===== src/bop_map.svh =====
`ifndef BOP_MAP_SVH
`define BOP_MAP_SVH
// Opcode top nibble values
`define BOP_OPC_CLEAR 4'h4
`define BOP_OPC_SET 4'h5
`define BOP_OPC_TEST 4'h6
// Instruction field positions
`define BOP_OPC_HI 13
`define BOP_OPC_LO 10
`define BOP_BIT_HI 9
`define BOP_BIT_LO 7
`define BOP_ADR_HI 6
`define BOP_ADR_LO 0
// Quarter phase count per instruction cycle
`define BOP_QUARTERS 4
`endif


===== src/bop_pkg.sv =====
package bop_pkg;
    typedef enum logic [1:0] {
        BOP_Q1 = 2'b00,
        BOP_Q2 = 2'b01,
        BOP_Q3 = 2'b10,
        BOP_Q4 = 2'b11
    } bop_phase_t;
    typedef enum logic [1:0] {
        BOP_OP_NONE = 2'b00,
        BOP_OP_CLEAR = 2'b01,
        BOP_OP_SET = 2'b10,
        BOP_OP_TEST = 2'b11
    } bop_op_t;
endpackage


===== src/bop_phase_gen.sv =====
`timescale 1ns/10ps
`default_nettype none
// Quarter phase sequencer; one clock per quarter phase.
module bop_phase_gen (
    input wire logic i_clk,
    input wire logic i_rst,
    output bop_pkg::bop_phase_t o_phase
);
    always_ff @(posedge i_clk) begin
        if (i_rst) begin
            o_phase <= bop_pkg::BOP_Q1;
        end else begin
            o_phase <= bop_pkg::bop_phase_t'(o_phase + 2'h1);
        end
    end
endmodule
`default_nettype wire


===== src/bop_exec.sv =====
`timescale 1ns/10ps
`default_nettype none
`include "bop_map.svh"
module bop_exec (
    // Clock and reset
    input wire logic I_CLOCK,
    input wire logic I_SYS_RST,
    // Instruction from fetch stage, latched at Q1
    input wire logic [13:0] I_INSTR,
    // Register file read data, valid in Q2
    input wire logic [7:0] I_RD_DATA,
    // Register file access
    output logic [6:0] O_ADDR,
    output logic O_RD_EN,
    output logic O_WR_EN,
    output logic [7:0] O_WR_DATA,
    // Pipeline control
    output logic O_FLUSH,
    output logic O_NOP_CYCLE,
    output logic [1:0] O_PHASE
);
    // ==========================================================
    // Phase sequencing
    bop_pkg::bop_phase_t phase;
    bop_phase_gen u_phase (
        .i_clk(I_CLOCK),
        .i_rst(I_SYS_RST),
        .o_phase(phase)
    );

    // ==========================================================
    // Decode
    wire [3:0] opc = I_INSTR[`BOP_OPC_HI:`BOP_OPC_LO];
    bop_pkg::bop_op_t dec_op;
    assign dec_op = (opc == `BOP_OPC_CLEAR) ? bop_pkg::BOP_OP_CLEAR :
                    (opc == `BOP_OPC_SET) ? bop_pkg::BOP_OP_SET :
                    (opc == `BOP_OPC_TEST) ? bop_pkg::BOP_OP_TEST :
                    bop_pkg::BOP_OP_NONE;

    bop_pkg::bop_op_t op_r;
    logic [2:0] bsel_r;
    logic [6:0] adr_r;
    logic [7:0] data_r;
    logic skip_r;
    logic nop_r;

    function automatic logic [7:0] bit_mask(input logic [2:0] b);
        bit_mask = 8'h01 << b;
    endfunction

    // Whole byte rewritten, only the chosen bit altered
    wire [7:0] mod_data = (op_r == bop_pkg::BOP_OP_SET) ? (data_r | bit_mask(bsel_r)) :
                          (data_r & ~bit_mask(bsel_r));
    wire sel_bit = |(data_r & bit_mask(bsel_r));
    wire is_q1 = (phase == bop_pkg::BOP_Q1);
    wire is_q2 = (phase == bop_pkg::BOP_Q2);
    wire is_q3 = (phase == bop_pkg::BOP_Q3);
    wire is_q4 = (phase == bop_pkg::BOP_Q4);
    // In a skipped cycle the fetched word is discarded
    wire live = !skip_r;
    wire any_op = (op_r != bop_pkg::BOP_OP_NONE) && !nop_r;
    wire wr_op = (op_r == bop_pkg::BOP_OP_CLEAR) || (op_r == bop_pkg::BOP_OP_SET);

    // ==========================================================
    // Execution
    always_ff @(posedge I_CLOCK) begin
        if (I_SYS_RST) begin
            op_r <= bop_pkg::BOP_OP_NONE;
            bsel_r <= 3'h0;
            adr_r <= 7'h00;
            data_r <= 8'h00;
            skip_r <= 1'b0;
            nop_r <= 1'b0;
            O_ADDR <= 7'h00;
            O_RD_EN <= 1'b0;
            O_WR_EN <= 1'b0;
            O_WR_DATA <= 8'h00;
            O_FLUSH <= 1'b0;
            O_NOP_CYCLE <= 1'b0;
            O_PHASE <= 2'h0;
        end else begin
            O_PHASE <= phase;
            O_RD_EN <= 1'b0;
            O_WR_EN <= 1'b0;
            O_FLUSH <= 1'b0;
            if (is_q1) begin
                // Q1 decode; a skip turns this whole cycle into a no-op
                op_r <= live ? dec_op : bop_pkg::BOP_OP_NONE;
                nop_r <= skip_r;
                O_NOP_CYCLE <= skip_r;
                skip_r <= 1'b0;
                bsel_r <= I_INSTR[`BOP_BIT_HI:`BOP_BIT_LO];
                adr_r <= I_INSTR[`BOP_ADR_HI:`BOP_ADR_LO];
                O_ADDR <= I_INSTR[`BOP_ADR_HI:`BOP_ADR_LO];
                O_RD_EN <= live && (dec_op != bop_pkg::BOP_OP_NONE);
            end
            if (is_q2 && any_op) begin
                data_r <= I_RD_DATA;
            end
            if (is_q3 && any_op) begin
                if (op_r == bop_pkg::BOP_OP_TEST) begin
                    // Bit zero skips; bit one lets the next run
                    skip_r <= !sel_bit;
                    O_FLUSH <= !sel_bit;
                end else begin
                    O_WR_DATA <= mod_data;
                    O_WR_EN <= wr_op;
                end
            end
            if (is_q4) begin
                O_ADDR <= adr_r;
            end
        end
    end
endmodule
`default_nettype wire


===== config.mk =====
export PLATFORM = sky130hd
export DESIGN_NAME = bop_exec
export DESIGN_NICKNAME = d
export VERILOG_FILES = /design/src/bop_pkg.sv /design/src/bop_phase_gen.sv /design/src/bop_exec.sv
export VERILOG_INCLUDE_DIRS = /design/src
export SDC_FILE = /design/constraint.sdc
export NUM_CORES = 1
export LEC_CHECK = 0
export BUFFER_PORTS_ARGS = -buffer_cell sky130_fd_sc_hd__buf_2
export CORE_MARGIN = 2
export CORE_UTILIZATION = 55
export CTS_BUF_LIST = sky130_fd_sc_hd__clkbuf_4 sky130_fd_sc_hd__clkbuf_8 sky130_fd_sc_hd__clkbuf_16
export DETAILED_ROUTE_END_ITERATION = 6
export PLACE_DENSITY = 0.81
export RECOVER_POWER = 25
export SYNTH_ARGS = -nofsm -noshare
export SYNTH_HDL_FRONTEND = slang
export SYNTH_SLANG_ARGS = --single-unit

===== constraint.sdc =====
create_clock -name I_CLOCK -period 4.7 [get_ports I_CLOCK]
set_input_delay 0.47 -clock I_CLOCK [delete_from_list [all_inputs] [get_ports I_CLOCK]]
set_output_delay 0.47 -clock I_CLOCK [all_outputs]
set_load 0.05 [all_outputs]

==> summary by stage, run 1 <==
Timing
The number of hold violations in the final report came to 0. The relative max-transition margin is -19.53%. The total setup violations reported at the end of the flow is 0. Clock skew on the completed layout was measured at between 0.009 and 0.01 ns.

The actual transition at the worst max-transition pin is between 1.5 and 2 ns. For this run, the top clock speed supported by timing is about 480 MHz. The final critical path takes up 44.62% of the cycle. The smallest clock period supported by the final layout is computed as approximately 2.1 ns. Setup total negative slack on the finished layout was measured at 0 ns.

Setup repair after global routing left no endpoint under its margin. The final-report max-slew violation count is 43.

Floorplanning
The number of ports placed on the die boundary is 45. The number of rows in the core area is 21. The overall die area is around 0.0040 mm2. The region available for standard cell placement spans 0.003337 mm2. The y dimension of the die is approximately 63 um. The starting density of the core is a little under three fifths. The die extent in x is roughly 63 um.

Setup path
Walking the worst path, the cells encountered are clkbuf_1 -> inv_1 -> o211ai_1 -> o22ai_1. The start point of the critical path is I_SYS_RST. The maximum fanout along the worst path is 42. For this run, the slowest stage of the critical path takes 1.26 ns. The signal arrival time at the worst endpoint is ~2.3 ns. In this run the register-to-register setup slack is approximately 2.8 ns.

The nature of the critical path startpoint is an input pin. The kind of end point of the critical path is a register. STA puts the critical path data required time at approximately 5 ns. The startpoint of the worst register-to-register path is op_r[0]$_SDFFE_PP0P_. The cell with the largest stage delay on the worst path is sky130_fd_sc_hd__clkbuf_1. The critical path start-end classification is in -> reg.

Final layout
The final non-filler cell area is about 0.0022 mm2. The total number of nets in the final design is ~270. The number of standard cells in the final layout excluding fillers is approximately 280. The repair_antennas step left the layout with diodes totalling 0. Once layout is complete, the utilization of the core stands at ~66%. The ratio of cells with drive above 1 in the final layout is roughly a fifth. The area overhead of the layout relative to synthesis is 15.45%.

Route
The average wire per cell in the routed design is 12.02 um. After the first detailed-routing iteration, the DRC count stood at between 60 and 70. For this block, the via count after detailed routing is approximately 1.4k. The first detailed-routing pass ran for 4 iterations. After detailed routing, the number of remaining DRC violations is 0. The detail route stage leaves a number of antenna-violating nets equal to 0. The sum of routed wire length over all layers is ~3400 um. The via density per instance is between 5 and 6.

Logic synthesis
The combined area of all synthesized cells is 0.001919 mm2. The number of enable flip-flop cells after synthesis is 0. The instance count of the mapped netlist is 200. After synthesis, the cell types taking the most area are sky130_fd_sc_hd__dfxtp_1 46%, sky130_fd_sc_hd__mux2i_1 19%, sky130_fd_sc_hd__nor2_1 9.8%. For this run, the number of Yosys warnings is 0.

The number of nets handed over by synthesis was about 230. The count of state elements after synthesis is 44. In the synthesized netlist the async set-or-reset flop fraction comes to 0%.

The number of distinct library cells after synthesis is 29. Of all cell types, the one taking the most synthesized area is sky130_fd_sc_hd__dfxtp_1. The synthesized area divided by synthesized cell count is roughly 9.6 um2. The synthesized design devotes to its leading area cell type around 46% of total area. The dominant register cell in the synthesized netlist is sky130_fd_sc_hd__dfxtp_1. The part of the Yosys area used for sequential elements is between 40% and 50%.

Flow run
The count of max-cap constraint violations is 1.

Hold path
The worst min-delay path class is in -> reg. The startpoint of the most critical hold path is I_INSTR[11].

Global routing
The pin count of the biggest net entering global routing is 43. The initial antenna violation count is 0. The total overflow left after global routing is 0. The first global-routing pass estimated approximately 6200 um of wire. The number of global-route vias before repair is 1400. The global-route total usage across every layer is 19.31%.

Outcome
The run finished, with violations left. The checks that failed: max-capacitance violations, max-slew violations.

Place
Summing all placed instances gives a cell area of 0.002135 mm2. The routability-driven placement congestion ratio is ~0.73. During placement, the flow inserted port buffers numbering 44. Once detailed placement completed, the half-perimeter wirelength came to 2394 um.

The instance count after placement with tap cells included is about 280.

CTS
The cell at the root of the clock tree is sky130_fd_sc_hd__clkbuf_4. The number of clock buffers added by TritonCTS is 5. The buffers inserted during post-CTS setup optimization is 0.

The number of hold buffers added after CTS is 0. The clock reaches the later pin of the worst-skew pair after 0.35 ns. After clock tree synthesis, the clock-pin slew on the worst setup and hold paths is between 0.1 and 0.15 ns. TritonCTS built the clock tree.

The maximum clock path buffer count is 2. The count of clock tree sinks is 44. The depth of the CTS H-tree is 2. The total of cells resized after clock tree synthesis is 0.

Power
The power density over cell area is 367.4 mW/mm2. The worst vdd rail ir drop is about 0.00026 V. The leakage power total is approximately 0.93 nW.
[power by group]
part	switching [mW]	internal, mW	total (mW)
clock network	0.115	0.163	0.278
logic	0.0808	0.0466	0.127
registers	0.0162	0.392	0.409
[layout by cell type, fill, tap and decap left out, drive strengths merged]
cell / Yosys / routed
ha: 7 / 7
dfxtp: 44 / 44
nor2: 51 / 51
nor4b: 1 / 1
mux2: 1 / 1
nor3b: 4 / 4
nand2: 2 / 2
nand4bb: 1 / 1
a211oi: 9 / 9
nand3b: 2 / 2
nand3: 2 / 2
buf: 7 / 32
and3: 1 / 1
o21ai: 1 / 1
o211ai: 1 / 1
a21oi: 11 / 11
inv: 6 / 6
bufinv: 0 / 2
nor3: 1 / 1
mux2i: 36 / 36
a211o: 1 / 1
clkbuf: 7 / 18
nor2b: 1 / 1
o22ai: 1 / 1
and4bb: 1 / 1
xnor2: 1 / 1
[flip-flops by register name, summed over array words and instances (netlist names)]
register	flops
bsel_r	3
skip_r	1
O_WR_EN	1
op_r	2
adr_r	7
O_PHASE	2
O_RD_EN	1
nop_r	1
O_ADDR	7
O_FLUSH	1
data_r	8
u_phase.o_phase	2
O_WR_DATA	8
[synth_stat cells (2+ instances only)]
library cell               number
sky130_fd_sc_hd__nand3_1        2
sky130_fd_sc_hd__nor2_1        50
sky130_fd_sc_hd__nand3b_1       2
sky130_fd_sc_hd__inv_1          6
sky130_fd_sc_hd__clkbuf_1       7
sky130_fd_sc_hd__a211oi_1       8
sky130_fd_sc_hd__a21oi_1       11
sky130_fd_sc_hd__buf_2          5
sky130_fd_sc_hd__nor3b_1        4
sky130_fd_sc_hd__nand2_1        2
sky130_fd_sc_hd__ha_1           7
sky130_fd_sc_hd__dfxtp_1       44
sky130_fd_sc_hd__mux2i_1       36
[per-layer routing]
| layer | vias to the layer above | routed length [um] | track usage (%) |
|---|---|---|---|
| met1 | 657 | 1617 | 23.70 |
| met5 | - | 0 | 0 |
| met3 | 5 | 183 | 5.893 |
| met2 | 29 | 1552 | 31.65 |
| li1 | 755 | - | - |
| met4 | 0 | 59 | 7.500 |
[cell families after synthesis]
family | after synthesis | share of synthesized area (%)
buffers and inverters | 20 | 4.824
multiplexers | 37 | 19.36
AO/OA/AOI/OAI | 24 | 8.084
flip-flops | 44 | 45.89
AND/OR/NAND/NOR | 67 | 16.82
XOR/XNOR | 1 | 0.4564
adder cells (fa/ha/maj) | 7 | 4.563
[metrics by stage]
stage                     power [mW]  worst slack, ns  hold slack (ns)
after floorplan               0.5165            3.181           0.4332
final                         0.8140            2.603           0.3136
after CTS                     0.8236            2.813           0.2994
after detailed placement      0.5461            2.846           0.4522
after global placement        0.5445            2.969           0.4481
after global routing          0.8552            2.381           0.3122
[final cells by class]
cell class | instances | area, um2
fill | 299 | 1121
tap | 46 | 57.56
clock inverter | 2 | 60.06
sequential | 44 | 880.8
timing repair buffer | 45 | 211.5
multi-input combinational | 136 | 945.9
inverter | 6 | 22.52
clock buffer | 5 | 37.54
[critical path, delay by kind of cell]
| family | cells | cell delay, ns |
|---|---|---|
| AO/OA/AOI/OAI | 2 | 0.33 |
| buffers and inverters | 2 | 1.51 |
[worst paths after layout]
check	to	cells past startpoint
worst max-delay path	skip_r$_SDFF_PP0_	4
worst min-delay path	O_RD_EN$_SDFF_PP0_	2
worst max register to register	O_WR_DATA[0]$_SDFFE_PP0P_	5
worst min register to register	u_phase.o_phase[0]$_SDFF_PP0_	1
(Power assumes the default switching activity.)
==> inputs of run 2 (changes only) <==
Settings changed: CORE_UTILIZATION 55 to 47, PLACE_DENSITY 0.81 to 0.74.
Clock period 4.7 ns to 1.8 ns, I/O delays scaled along.
==> run 2 against run 1 <==
The flow now finishes without violations. Utilization shrank 9.5 points. Setup slack lost 2.3 ns. Sequential power grew to 2.6 times the previous value. Clock power grew 130%. Register-to-register slack got worse by 2.5 ns. Combinational power rose to 2.8 times the previous value. Non-clock buffer count is 5 higher. Flip-flop and latch count unchanged. Global-route usage shrank 1.4 points. Via count rose by 0.83%. Cell count up 3.5%. Critical path depth grew 2. Largest power group unchanged.
==> summary by stage, run 2 (synthesis results as in run 1) <==
Timing
The total negative slack was 0 ns (unchanged). The worst path needs 1.494 ns of the cycle, external delays included. The clock skew after layout is 0.01116 ns (+0.001693 ns). The total setup violations reported at the end of the flow was 0 (unchanged). Setup repair after global routing left no endpoint under its margin. The final-report max-slew violation count is 0 (-100%). The relative max-transition margin is 60.17% (+80 points). The number of hold violations in the final report is 0 (unchanged). The post-layout worst setup margin is 0.3062 ns (-2.297 ns). The actual transition at the worst max-transition pin came to 0.6000 ns (-1.193 ns). The post-route clock period utilization is between 80% and 90%.

Timing would allow up to between 600 and 700 MHz.

CTS
The root buffer cell chosen for the clock tree is sky130_fd_sc_hd__clkbuf_8. The buffers inserted during post-CTS setup optimization is 0 (unchanged). The count of clock tree sinks is 44 (unchanged). The depth of the CTS H-tree is 2 (unchanged). TritonCTS built the clock tree.

The clock-pin slew reported for the worst setup and hold paths after clock tree synthesis is 0.08 ns (-0.03 ns). The number of hold buffers added after CTS is 0 (unchanged). The clock latency reported for the late side of the worst-skew pair is 0.29 ns (-0.06 ns).

The TritonCTS buffer count is 5 (unchanged). The total of cells resized after clock tree synthesis is 0 (unchanged). The maximum clock path buffer count is 2 (unchanged).

Hold path
The worst hold path stage count is 2 (unchanged). In this run the most critical hold path is launched from I_INSTR[11]. The min-delay analysis places its worst path in the category in -> reg.

Final layout
The largest registers in the layout are O_WR_DATA (8), data_r (8). The ratio of cells with drive above 1 in the final layout is 20.90% (+2.0 points). Relative to the synthesized area, the layout overhead comes to 17.67%. The share of the core filled with cells in the final layout is 56.87% (-9.5 points). The library cell used most frequently in the layout, excluding fill and tap cells, is sky130_fd_sc_hd__nor2_1. The count of antenna diodes in the layout was 0 (unchanged). The total number of nets in the final design was 274 (+1.9%). Leaving out fill and tap cells, the most frequent cells in the layout are 50 x sky130_fd_sc_hd__nor2_1, 44 x sky130_fd_sc_hd__dfxtp_1, 36 x sky130_fd_sc_hd__mux2i_1. The number of standard cells in the final layout excluding fillers was 294 (+3.5%).

Flow run
The count of max-cap constraint violations is 0 (-1).

Route
The final antenna-violating net count came to 0 (unchanged). The average wire per cell in the routed design is 12.81 um (+6.6%). The total number of vias is 1458 (+0.83%). The violation count after the first detailed-routing iteration was 51 (-22%).

The number of remaining DRC errors was 0 (unchanged). The via density per instance is 4.959 (-2.6%). The iteration count of the initial detailed-routing pass was 4 (unchanged). The sum of routed wire length over all layers is 3766 um (+10%).

Setup path
The signal arrival time at the worst endpoint is 1.67 ns (-0.67 ns). The worst-case reg-to-reg path depth came to 6 (+1). The maximum fanout along the worst path is 8 (-81%). The nature of the critical path startpoint is a register. The required time of the worst setup path came to 1.98 ns (-2.96 ns). The critical path start-end classification is reg -> reg.

STA classifies the critical path endpoint as a register. The startpoint identified for the worst register-to-register timing path is op_r[0]$_SDFFE_PP0P_. In this run the worst setup path begins at op_r[0]$_SDFFE_PP0P_. The setup slack of the most critical reg-to-reg path is 0.31 ns (-2.50 ns).

Place
The routability-driven placement congestion ratio is 0.7543 (+3.4%). The instance count after placement with tap cells included is 286 (+3.2%). The worst setup timing slack at the placement stage is 0.3165 ns (-2.530 ns). The number of port buffers is 44 (unchanged). The placed wire-length estimate is 2830 um (+18%).

Power
The worst vdd rail ir drop is 0.0004255 V (+64%). The leakage power total is 0.9525 nW (+2.2%). The power density over cell area is 912.4 mW/mm2 (+150%). The overall power of the completed layout is 2.061 mW (+150%).

Floorplanning
The y dimension of the die is 67.91 um (+7.7%). The overall die area came to 0.004611 mm2 (+16%). The placeable core area is 0.003971 mm2 (+19%). The die extent in x is 67.91 um (+7.7%). The number of rows in the core area came to 23 (+9.5%). The number of ports placed on the die boundary is 45 (unchanged). The starting density of the core is 48.33% (-9.2 points).

Global routing
The number of global-route vias before repair is 1303 (-6.9%). The remaining global-route overflow is 0 (unchanged). The global-route total usage across every layer is 17.86% (-1.4 points). The initial antenna violation count is 0 (unchanged). The pin count of the biggest net entering global routing is 18 (-58%). The wire length of the first global-routing pass was 6003 um (-2.6%).

Outcome
The run finished with clean final reports.
## run 2: cell type report
class	instances	area, um2
timing repair buffer	50	249.0
inverter	6	22.52
clock buffer	7	90.09
sequential	44	880.8
multi-input combinational	136	945.9
clock inverter	1	7.507
tap	50	62.56
fill	364	1713
## run 2: power by group
part           internal [mW]  switching, mW  leakage (nW)
logic                  0.129          0.221         0.545
registers               1.02         0.0394         0.359
clock network          0.327          0.320        0.0479
## run 2: worst max-delay path: stages, from the launching register on
cell and delay, ns:
sky130_fd_sc_hd__dfxtp_1 0.36, sky130_fd_sc_hd__inv_1 0.07, sky130_fd_sc_hd__ha_1 0.24, sky130_fd_sc_hd__nor3b_1 0.20, sky130_fd_sc_hd__buf_4 0.24, sky130_fd_sc_hd__mux2i_1 0.22, sky130_fd_sc_hd__nor2_1 0.05
## run 2: metrics by stage
step | area (um2) | hold WS (ns)
2_1_floorplan | 1919 | 0.2775
3_5_place_dp | 2177 | 0.4172
5_1_grt | 2258 | 0.09413
6_report | 2258 | 0.1029
3_3_place_gp | 2177 | 0.3947
4_1_cts | 2275 | 0.1035
## run 2: path summary, 6_finish.rpt
path | endpoint
worst max register to register | data_r[5]$_SDFFE_PP0P_
worst min register to register | u_phase.o_phase[0]$_SDFF_PP0_
worst max-delay path | data_r[5]$_SDFFE_PP0P_
worst min-delay path | O_RD_EN$_SDFF_PP0_
## run 2: routing by layer
| metal | wire (um) | part of all wire (%) | GRT usage [%] |
|---|---|---|---|
| met3 | 186 | 4.9 | 6.086 |
| met5 | 0 | 0 | 0 |
| met4 | 44 | 1.2 | 7.000 |
| met2 | 1687 | 45 | 27.33 |
| met1 | 1847 | 49 | 23.16 |
==> inputs of run 3 (changes only) <==
Clock period 1.8 ns to 1.22 ns, I/O delays scaled along.
==> run 3 against run 2 <==
The flow now finishes with violations (negative setup slack). Design area increased by 18%. Die area unchanged. Sequential power increased by 48%.
==> summary by stage, run 3 (synthesis results as in run 1) <==
Place
The routability-driven placement congestion ratio is 0.7975 (+5.7%). The number of port buffers is 44 (unchanged). The placed wire-length estimate came to 2815 um (-0.52%).

The instance count after placement with tap cells included is 301 (+5.2%). The cell area reported after detailed placement is 0.002344 mm2 (+7.6%). The worst setup timing slack at the placement stage is -0.2327 ns (-0.5491 ns).

Floorplanning
The number of rows in the core area is 23 (unchanged). The die extent in x came to 67.91 um (unchanged). The starting density of the core is 48.33% (unchanged).

The number of ports placed on the die boundary is 45 (unchanged). The placeable core area is 0.003971 mm2 (unchanged). The y dimension of the die is 67.91 um (unchanged). The overall die area was 0.004611 mm2 (unchanged).

Hold path
The worst hold path begins at I_INSTR[11]. The worst hold path stage count is 2 (unchanged). The worst min-delay path class is in -> reg. The end point of the worst hold path is O_RD_EN$_SDFF_PP0_.

Global routing
The pin count of the biggest net entering global routing is 21 (+3). The remaining global-route overflow is 0 (unchanged). The wire length of the first global-routing pass is 6624 um (+10%). The number of global-route vias before repair is 1427 (+9.5%). The initial antenna violation count is 0 (unchanged). The global-route total usage across every layer is 19.48% (+1.6 points).

Route
The detailed-routed wire length on met3 is 196 um (+5.4%). The number of remaining DRC errors is 0 (unchanged). The average wire per cell in the routed design was 14.15 um (+10%). The total number of vias came to 1575 (+8.0%). The sum of routed wire length over all layers is 4471 um (+19%).

The iteration count of the initial detailed-routing pass came to 4 (unchanged). The met1 routed wirelength after detailed routing is 2076 um (+12%). The uppermost signal routing layer after detailed routing is met4.

The final antenna-violating net count is 0 (unchanged). The via density per instance was 4.984 (+0.50%). The met2 wirelength from detailed routing is 2147 um (+27%). The violation count after the first detailed-routing iteration is 89 (+75%).

CTS
The number of hold buffers added after CTS is 0 (unchanged). The TritonCTS buffer count came to 5 (unchanged). The clock-pin slew reported for the worst setup and hold paths after clock tree synthesis is 0.08 ns (about the same). The cell at the root of the clock tree is sky130_fd_sc_hd__clkbuf_8. The maximum clock path buffer count is 2 (unchanged). The count of clock tree sinks came to 44 (unchanged). The clock tree from TritonCTS is yes.

The depth of the CTS H-tree is 2 (unchanged). The clock latency reported for the late side of the worst-skew pair is 0.29 ns (about the same).

Final layout
The share of the core filled with cells in the final layout came to 67.33% (+10 points). The area overhead of the layout relative to synthesis is 39.31%. The total number of nets in the final design was 296 (+8.0%).

The number of standard cells in the final layout excluding fillers is 316 (+7.5%). The final non-filler cell area is 0.002674 mm2 (+18%). The total of fill cells in the finished design was 316 (-13%).

The count of antenna diodes in the layout is 0 (unchanged). The library cells used most frequently in the layout, excluding fill and tap cells, are 48 x sky130_fd_sc_hd__nor2_1, 44 x sky130_fd_sc_hd__buf_2, 37 x sky130_fd_sc_hd__dfxtp_1. The total area of multi-input combinational cells is 0.001079 mm2 (+14%). In the final layout, the registers with the most flip-flops are O_WR_DATA (8), data_r (8).

The ratio of cells with drive above 1 in the final layout was 45.49% (+25 points). The leading cell type in the layout, fill and taps excluded is sky130_fd_sc_hd__nor2_1. The register cell area after layout is 894.6 um2 (+1.6%).

Timing
The post-layout worst setup margin came to -0.2024 ns (-0.5086 ns). The number of hold violations in the final report is 0 (unchanged). The final-report max-slew violation count is 0 (unchanged). The highest achievable clock rate is 703.0 MHz (+5.0%). The actual transition at the worst max-transition pin was 0.2367 ns (-0.3633 ns). The relative max-transition margin is 83.77% (+24 points). The total setup violations reported at the end of the flow is 26 (+26). The shortest period the worst path allows is 1.422 ns (-0.07138 ns).

The post-route clock period utilization is 116.6% (+34 points). Setup repair after global routing could not meet its margin everywhere. The clock skew after layout is 0.007008 ns (-0.004148 ns).

Setup path
The nature of the critical path startpoint is a register. The worst-case reg-to-reg path depth is 7 (+1). The cell with the largest stage delay on the worst path is sky130_fd_sc_hd__dfxtp_4. The signal arrival time at the worst endpoint is 1.64 ns (-0.03 ns).

Traced cell by cell, the critical path runs through inv_4 -> ha_4 -> nor4b_4 -> buf_6 -> clkbuf_16 -> nor2_4 -> a211oi_2. STA classifies the critical path endpoint as a register. The buffers plus inverters on the worst setup path is 3 (+1). The required time of the worst setup path is 1.44 ns (-0.54 ns). In this design, the largest share of critical-path delay is due to flip-flops. The critical path is of the reg -> reg type. The setup slack of the most critical reg-to-reg path is -0.20 ns (-0.51 ns). The maximum fanout along the worst path is 4 (-4). The startpoint of the worst register-to-register path is op_r[0]$_SDFFE_PP0P_. The endpoint of the lowest-slack register-to-register path is O_WR_DATA[0]$_SDFFE_PP0P_. The largest stage delay on the critical path is 0.39 ns (+0.03 ns).

Flow run
The count of max-cap constraint violations came to 0 (unchanged).

Outcome
The run finished, with violations left. The checks that failed: negative setup slack.

Power
The leakage power total is 1.169 nW (+23%). The worst vdd rail ir drop is 0.0007713 V (+81%). The power density over cell area was 1187 mW/mm2 (+30%). The overall power of the completed layout is 3.173 mW (+54%).
run 3: per-stage QoR:
stage | TNS (ns) | hold slack, ns
after floorplan | -1.574 | 0.2195
after global placement | -3.829 | 0.3388
after detailed placement | -4.208 | 0.3439
after CTS | -2.902 | 0.02339
after global routing | -5.497 | 0.05636
final | -3.290 | 0.06356
run 3: report_power, final:
| part | switching (mW) | total (mW) | leakage (nW) | internal, mW |
|---|---|---|---|---|
| Sequential | 0.0567 | 1.57 | 0.362 | 1.51 |
| Combinational | 0.372 | 0.645 | 0.759 | 0.273 |
| Clock | 0.478 | 0.960 | 0.0479 | 0.483 |
| Total | 0.907 | 3.17 | 1.17 | 2.27 |
run 3: area by class of cell:
class | count | area share [%]
Inverter | 6 | 0.9359
Sequential cell | 44 | 33.46
Clock buffer | 7 | 3.369
Multi-Input combinational cell | 136 | 40.34
Tap cell | 50 | 2.340
Timing Repair Buffer | 72 | 19.28
Clock inverter | 1 | 0.2808
run 3: repair_timing:
item                                    in CTS  in global routing
gates resized for setup                     17                 25
buffers inserted                             2                  3
pin swaps                                    4                  2
endpoints found under the setup margin      34                 36
cloned                                       1                  1
run 3: how the worst max path moves through the flow:
stage | startpoint | endpoint | slack (ns) | cells past startpoint
3_5_place_dp | u_phase.o_phase[0]$_SDFF_PP0_ | O_ADDR[5]$_SDFFE_PP0P_ | -0.23 | 5
5_1_grt | u_phase.o_phase[0]$_SDFF_PP0_ | O_WR_DATA[5]$_SDFFE_PP0P_ | -0.26 | 7
2_1_floorplan | op_r[1]$_SDFFE_PP0P_ | O_WR_DATA[7]$_SDFFE_PP0P_ | -0.14 | 6
6_report | op_r[0]$_SDFFE_PP0P_ | O_WR_DATA[0]$_SDFFE_PP0P_ | -0.20 | 7
4_1_cts | op_r[0]$_SDFFE_PP0P_ | O_WR_DATA[6]$_SDFFE_PP0P_ | -0.16 | 5
3_3_place_gp | u_phase.o_phase[0]$_SDFF_PP0_ | O_ADDR[3]$_SDFFE_PP0P_ | -0.19 | 5
run 3: routing by layer:
layer / track usage [%] / up-vias
met2: 31.62 / 31
met1: 25.18 / 730
met3: 5.263 / 5
li1: - / 809
met5: 0 / -
met4: 6.250 / 0
